**src/verilog/static_mem_pkg.sv**
```systemverilog
/*
 static memory port package: strap codes, bank decode defaults, request and
 configuration carriers shared by the port and its bench.
 assumes a 32-bit byte address from the on-chip master and a 10 MHz clock.
*/
package static_mem_pkg;

    // boot bank width strap codes
    localparam logic [1:0] WIDTH_RESERVED = 2'h0;
    localparam logic [1:0] WIDTH_8 = 2'h1;
    localparam logic [1:0] WIDTH_16 = 2'h2;
    localparam logic [1:0] WIDTH_32 = 2'h3;

    // default region bases and sizes (byte addresses)
    localparam logic [31:0] BANK0_BASE = 32'h0000_0000;
    localparam logic [31:0] BANK0_SIZE = 32'h0200_0000;
    localparam logic [31:0] BANK1_BASE = 32'h0210_0000;
    localparam logic [31:0] BANK1_SIZE = 32'h0080_0000;
    localparam logic [31:0] IO_BASE = 32'h0290_0000;
    localparam logic [31:0] IO_BANK_SIZE = 32'h0000_4000;

    // access timing in cycles, programmed default
    localparam logic [3:0] ACCESS_CYCLES_RESET = 4'h3;

    // reset values of the pins
    localparam logic [1:0] BANK_SEL_IDLE = 2'h3;
    localparam logic [2:0] IO_SEL_IDLE = 3'h7;
    localparam logic [3:0] WRITE_EN_IDLE = 4'hF;

    typedef struct packed {
        logic        write;
        logic [31:0] addr;
        logic [3:0]  byte_en;
        logic [31:0] wdata;
    } mem_req_t;

    typedef struct packed {
        logic [1:0] boot_width;
        logic       watchdog_high;
    } strap_t;

    typedef enum logic [1:0] {
        ST_IDLE = 2'b00,
        ST_ACCESS = 2'b01,
        ST_DONE = 2'b10
    } port_state_t;

endpackage

```
**src/verilog/static_memory_io_interface.sv**
```systemverilog
/*
 static memory and external i/o port: bank selects, read output enable,
 byte write enables, access extension by wait input, reset straps.
 assumes one request at a time from the master, held until done pulses;
 shared strap pins are driven by the board throughout reset.
*/
`timescale 1ns/10ps
module static_memory_io_interface #(
    parameter logic [3:0] ACCESS_CYCLES = static_mem_pkg::ACCESS_CYCLES_RESET
) (
    // system
    input wire logic clk,
    input wire logic rst,
    // master request side
    input wire logic req_valid,
    input wire static_mem_pkg::mem_req_t req,
    input wire logic req_sdram,
    output logic req_done,
    output logic [31:0] rdata,
    output logic bad_width,
    // straps seen by the rest of the chip
    output static_mem_pkg::strap_t straps,
    output logic [1:0] boot_bus_width,
    // memory pins
    input wire logic access_extend_n,
    input wire logic [31:0] data_in,
    output logic [31:0] data_out,
    output logic data_oe,
    output logic [21:0] addr_out,
    output logic [1:0] static_bank_select_n,
    output logic [2:0] io_bank_select_n,
    output logic static_read_output_enable_n,
    output logic static_read_output_enable_oe,
    input wire logic watchdog_reset_polarity_strap,
    input wire logic [1:0] boot_bank_width_strap,
    output logic [3:0] static_byte_write_enable_n,
    output logic boot_strap_pins_oe
);

    ////////////////////////////////////////////////////////////////////////
    // decode helpers

    function automatic logic in_region(input logic [31:0] a, input logic [31:0] base,
                                       input logic [31:0] size);
        in_region = (a >= base) && (a < base + size);
    endfunction

    ////////////////////////////////////////////////////////////////////////
    // strap capture: sync during reset, freeze at release

    logic [2:0] strap_s1_reg, strap_s2_reg, strap_s1_next, strap_s2_next;
    static_mem_pkg::strap_t strap_reg, strap_next;
    logic rst_seen_reg, rst_seen_next;

    always_comb begin
        strap_s1_next = {boot_bank_width_strap, watchdog_reset_polarity_strap};
        strap_s2_next = strap_s1_reg;
        strap_next = strap_reg;
        rst_seen_next = 1'b1;
        // keep following the pins in reset and up to the first edge after release
        if (rst || !rst_seen_reg) begin
            strap_next.boot_width = strap_s2_reg[2:1];
            strap_next.watchdog_high = strap_s2_reg[0];
        end
    end

    // async reset clears rst_seen so the edge after release still samples
    always_ff @(posedge clk or posedge rst) begin
        if (rst) begin
            rst_seen_reg <= 1'b0;
        end else begin
            rst_seen_reg <= rst_seen_next;
        end
    end

    // synchroniser and straps carry no reset: a reset would hide the pins
    // exactly while they are meant to be sampled
    always_ff @(posedge clk) begin
        strap_s1_reg <= strap_s1_next;
        strap_s2_reg <= strap_s2_next;
        strap_reg <= strap_next;
    end

    ////////////////////////////////////////////////////////////////////////
    // access sequencer

    logic ext_s1_reg, ext_s2_reg, ext_s1_next, ext_s2_next;
    static_mem_pkg::port_state_t state_reg, state_next;
    logic [3:0] count_reg, count_next;
    logic [1:0] bank_sel_reg, bank_sel_next;
    logic [2:0] io_sel_reg, io_sel_next;
    logic oe_n_reg, oe_n_next;
    logic [3:0] we_n_reg, we_n_next;
    logic [31:0] rdata_reg, rdata_next, dout_reg, dout_next;
    logic dout_oe_reg, dout_oe_next, done_reg, done_next, bad_reg, bad_next;
    logic [21:0] addr_reg, addr_next;
    logic pins_live_reg, pins_live_next;
    logic hit_b0, hit_b1, hit_io;
    logic [31:0] io_off;

    always_comb begin
        ext_s1_next = access_extend_n;
        ext_s2_next = ext_s1_reg;
        hit_b0 = in_region(req.addr, static_mem_pkg::BANK0_BASE, static_mem_pkg::BANK0_SIZE);
        hit_b1 = in_region(req.addr, static_mem_pkg::BANK1_BASE, static_mem_pkg::BANK1_SIZE);
        io_off = req.addr - static_mem_pkg::IO_BASE;
        hit_io = in_region(req.addr, static_mem_pkg::IO_BASE, 3 * static_mem_pkg::IO_BANK_SIZE);
        state_next = state_reg;
        count_next = count_reg;
        bank_sel_next = bank_sel_reg;
        io_sel_next = io_sel_reg;
        oe_n_next = oe_n_reg;
        we_n_next = we_n_reg;
        rdata_next = rdata_reg;
        dout_next = dout_reg;
        dout_oe_next = dout_oe_reg;
        addr_next = addr_reg;
        done_next = 1'b0;
        bad_next = bad_reg;
        pins_live_next = 1'b1;
        unique case (state_reg)
            static_mem_pkg::ST_IDLE: begin
                // sdram requests belong to another controller: no strobe here
                if (req_valid && !req_sdram && (hit_b0 || hit_b1 || hit_io)) begin
                    state_next = static_mem_pkg::ST_ACCESS;
                    count_next = ACCESS_CYCLES;
                    addr_next = req.addr[21:0];
                    if (hit_b0) begin
                        bank_sel_next = 2'b10;
                        // boot bank at strapped width; reserved code flagged
                        bad_next = (strap_reg.boot_width == static_mem_pkg::WIDTH_RESERVED);
                    end else if (hit_b1) begin
                        bank_sel_next = 2'b01;
                    end else if (io_off < static_mem_pkg::IO_BANK_SIZE) begin
                        io_sel_next = 3'b110;
                    end else if (io_off < 2 * static_mem_pkg::IO_BANK_SIZE) begin
                        io_sel_next = 3'b101;
                    end else begin
                        io_sel_next = 3'b011;
                    end
                    if (req.write) begin
                        we_n_next = ~req.byte_en;
                        dout_next = req.wdata;
                        dout_oe_next = 1'b1;
                    end else begin
                        oe_n_next = 1'b0;
                    end
                end else if (req_valid) begin
                    done_next = 1'b1;
                    state_next = static_mem_pkg::ST_DONE;
                end
            end
            static_mem_pkg::ST_ACCESS: begin
                if (count_reg != 4'h0) begin
                    count_next = count_reg - 4'h1;
                end else if (ext_s2_reg) begin
                    // wait released: close the strobe and return data
                    // only reads load data: a write leaves the bus undriven by the device
                    if (!oe_n_reg) begin
                        rdata_next = data_in;
                    end
                    bank_sel_next = static_mem_pkg::BANK_SEL_IDLE;
                    io_sel_next = static_mem_pkg::IO_SEL_IDLE;
                    oe_n_next = 1'b1;
                    we_n_next = static_mem_pkg::WRITE_EN_IDLE;
                    dout_oe_next = 1'b0;
                    done_next = 1'b1;
                    state_next = static_mem_pkg::ST_DONE;
                end
                // else hold: wait input low stretches the access
            end
            static_mem_pkg::ST_DONE: begin
                // this cycle and the ST_IDLE cycle give two idle cycles between strobes, master drops request
                state_next = static_mem_pkg::ST_IDLE;
            end
            default: state_next = static_mem_pkg::ST_IDLE;
        endcase
    end

    always_ff @(posedge clk or posedge rst) begin
        if (rst) begin
            ext_s1_reg <= 1'b1;
            ext_s2_reg <= 1'b1;
            state_reg <= static_mem_pkg::ST_IDLE;
            count_reg <= 4'h0;
            bank_sel_reg <= static_mem_pkg::BANK_SEL_IDLE;
            io_sel_reg <= static_mem_pkg::IO_SEL_IDLE;
            oe_n_reg <= 1'b1;
            we_n_reg <= static_mem_pkg::WRITE_EN_IDLE;
            rdata_reg <= 32'h0;
            dout_reg <= 32'h0;
            dout_oe_reg <= 1'b0;
            addr_reg <= 22'h0;
            done_reg <= 1'b0;
            bad_reg <= 1'b0;
            pins_live_reg <= 1'b0;
        end else begin
            ext_s1_reg <= ext_s1_next;
            ext_s2_reg <= ext_s2_next;
            state_reg <= state_next;
            count_reg <= count_next;
            bank_sel_reg <= bank_sel_next;
            io_sel_reg <= io_sel_next;
            oe_n_reg <= oe_n_next;
            we_n_reg <= we_n_next;
            rdata_reg <= rdata_next;
            dout_reg <= dout_next;
            dout_oe_reg <= dout_oe_next;
            addr_reg <= addr_next;
            done_reg <= done_next;
            bad_reg <= bad_next;
            pins_live_reg <= pins_live_next;
        end
    end

    ////////////////////////////////////////////////////////////////////////
    // outputs

    assign req_done = done_reg;
    assign rdata = rdata_reg;
    assign bad_width = bad_reg;
    assign straps = strap_reg;
    assign boot_bus_width = strap_reg.boot_width;
    assign data_out = dout_reg;
    assign data_oe = dout_oe_reg;
    assign addr_out = addr_reg;
    assign static_bank_select_n = bank_sel_reg;
    assign io_bank_select_n = io_sel_reg;
    assign static_read_output_enable_n = oe_n_reg;
    // strap pins left undriven in reset so the board level is read
    assign static_read_output_enable_oe = pins_live_reg;
    assign boot_strap_pins_oe = pins_live_reg;
    assign static_byte_write_enable_n = we_n_reg;

endmodule

```
**config.mk**
```make
export PLATFORM = sky130hd
export DESIGN_NAME = static_memory_io_interface
export DESIGN_NICKNAME = d
export VERILOG_FILES = /design/src/verilog/static_mem_pkg.sv /design/src/verilog/static_memory_io_interface.sv
export SDC_FILE = /design/constraint.sdc
export NUM_CORES = 1
export LEC_CHECK = 0
export BUFFER_PORTS_ARGS = -buffer_cell sky130_fd_sc_hd__buf_2
export CORE_ASPECT_RATIO = 0.7
export CORE_MARGIN = 5
export CORE_UTILIZATION = 36
export DETAILED_ROUTE_END_ITERATION = 8
export GPL_TIMING_DRIVEN = 0
export MAX_ROUTING_LAYER = met4
export PLACE_DENSITY_LB_ADDON = 0.15
export SLEW_MARGIN = 20
export SYNTH_ARGS = -nofsm -noshare
export SYNTH_HDL_FRONTEND = slang
export SYNTH_SLANG_ARGS = --single-unit
```
**constraint.sdc**
```tcl
create_clock -name clk -period 9.3 [get_ports clk]
set_clock_uncertainty 0.1 [all_clocks]
set_input_delay 1.395 -clock clk [delete_from_list [all_inputs] [get_ports clk]]
set_output_delay 1.395 -clock clk [all_outputs]
set_load 0.02 [all_outputs]
```
==> metrics <==
initial antenna violation count 0; buffers and inverters on the worst path 3; worst endpoint required time approximately 9.5 ns; # IOs 215; sequential element share of the synthesized area roughly two thirds; CTS Buffer Depth 2; adder-cell area share of the yosys netlist less than 1%; Post-DP HPWL ~8.2 mm; mux cell area share after synthesis a little over a fifth; Synth Area in XOR/XNOR 0.392%; global route overflow 0; most frequent cells in the layout buf_2 (216), dfrtp_1 (96), mux2_2 (60), mux2_1 (25), clkbuf_16 (18); Async SR Flop Fraction 92.3%; Final Cell Area 6380 um^2; via/cell ratio approximately 4.6; DR vias around 3200; Hold Path Class flop to flop; Crit Path Class input port to flop; Final setup viols 0; Distinct cells, synth 53; largest family of logic cells by synthesized area multiplexers; largest net degree at the start of global routing 71; Reg clk slew, reported paths approximately 0.05 ns; Max Slew Vio Count 0; Yosys reg bits roughly 120; Tmin final about 3.6 ns; crit-path cells buf_2, or4_1, or3_1, buf_2, nor3_4, buf_6, mux2_1; Final Cycle Share 38.4%; Post-synth EDFFs 3; Critical Path Max Stage Delay ~0.60 ns; simple-gate share of the synthesized area around 5.6%; Hold Path Depth 0; hold path startpoint strap_s1_reg[0]; syn_nets 404; cell count after synthesis just under 300; most frequent cell on the critical path buf_2; RSZ-0062 raised after global routing no; Synth Area in Compound Gates about 4.2%; Fmax achieved about 280 MHz; Die Wd between 100 and 150 um; R2R depth 7; Iter 0 DRT Violations 85; hold path endpoint strap_s2_reg[0]; Final Hold Vio Count 0; CTS Hold Buffers Added 0; CP delay by family, top simple AND/OR/NAND/NOR gates; Slowest-stage cell, CP or4_1; Yosys warnings 0; WP data arrival about 3.8 ns; Syn Area/Cell around 15 um^2; most common cell after layout, fill and taps aside buf_2; status complete, no violations; worst flop-to-flop path startpoint count_reg[0]; gr usage total about 15%; post_cts resized 0; max_cap viols 0; routability cong. a little over 0.7; setup bufs post-CTS 0; starting density of the core 36.3%; antenna cells 0; Site Rows 34; Die ar. about 15000 um^2; fraction of layout cells with a size suffix above 1 61.4%; worst-skew pair later-pin latency around 0.4 ns; Post-Route WL 10.7 mm; CP startpoint kind input port; Wirelength per Cell between 15 and 20 um; number of global-route vias before repair 3397; leakage power 3.54 nW; worst flop-to-flop path endpoint rdata[31]; clock buffer count from CTS 17; Buffers on Ports ~210; setup slack, reg-to-reg 6.36 ns; CTS tree built; Core Box Area ~12000 um^2; PwrDens just over 200 nW/um^2; Critical Path Fanout Max 10; htree depth 4; P&R area growth vs syn 42.9%; first-pass GRT wire length approximately 17 mm; Slew headroom between 50% and 60%; ys flop type dfrtp_1; Sinks on Clock Net between 100 and 150; TNS Setup 0 ns; DR DRC count 0; Root Buffer clkbuf_16; CP endpoint kind flop; Layout Nets 638; Syn Std Cell Area between 4000 and 5000 um^2; drt pass-1 iters 4; Tightest Pin Transition roughly 0.63 ns; Chip Height approximately 100 um; maximum VDD drop between 100 and 150 uV; placed inst area between 5000 and 6000 um^2; DRT antenna net count 0
-- worst max-delay path by stage --
| stage | start | end | cells after the start |
|---|---|---|---|
| finish | req[63] | data_out[17] | 7 |
| global route | req[61] | data_out[4] | 7 |
| CTS | req[63] | data_out[17] | 7 |
| detailed placement | req[63] | data_out[17] | 7 |
| global placement | rst | boot_bus_width[0] | 3 |
| floorplan | rst | boot_bus_width[0] | 2 |
-- synth_stat cells (all sizes together) (3+ instances only) --
cell type	number	share of area [%]
clkbuf	4	0.34
o21ai	5	0.56
nand2	7	0.59
nor3	6	0.92
nor2	13	1.1
a31oi	3	0.42
a2bb2oi	4	0.78
a21oi	6	0.76
inv	4	0.34
mux2	85	21
buf	9	1.6
dfrtp	96	54
edfxtp	3	2.0
dfxtp	6	2.7
dfstp	12	7.1
-- where the power goes --
part / internal (mW) / switching [mW]
logic: 0.0445 / 0.0538
clock network: 0.420 / 0.236
registers: 0.534 / 0.0129
-- stage by stage --
stage          setup WS, ns  util, %  hold WS (ns)  total power, mW  cells
2_1_floorplan          4.81        -         0.210            0.606    294
3_3_place_gp           3.63     46.7         0.211            0.651    670
3_5_place_dp           5.27     47.0         0.213            0.656    671
4_1_cts                5.70     51.9         0.227             1.32    703
5_1_grt                5.61     51.9         0.238             1.36    703
6_report               5.73     51.9         0.226             1.30    703
-- final cells by class --
cell class / count / area, um^2
clock buffer: 19 / 464
sequential: 117 / 2930
multi-input combinational: 160 / 1440
clock inverter: 13 / 146
timing repair buffer: 215 / 1100
inverter: 4 / 20.0
buffer: 13 / 85.1
tap: 162 / 203
fill: 1096 / 5910
-- logic make-up after synthesis --
group | Yosys count
AND/OR/NAND/NOR | 43
flip-flops | 117
multiplexers | 86
other | 1
AO/OA/AOI/OAI | 27
adder cells (fa/ha/maj) | 1
buffers and inverters | 17
XOR/XNOR | 2
-- per-layer routing --
metal	up-vias	part of all wire, %	global-route usage [%]
li1	1524	-	-
met1	1574	43	19.5
met2	127	47	22.4
met3	9	9.4	5.56
met4	0	1.1	5.70
met5	-	0	-
(Power assumes the default switching activity.)
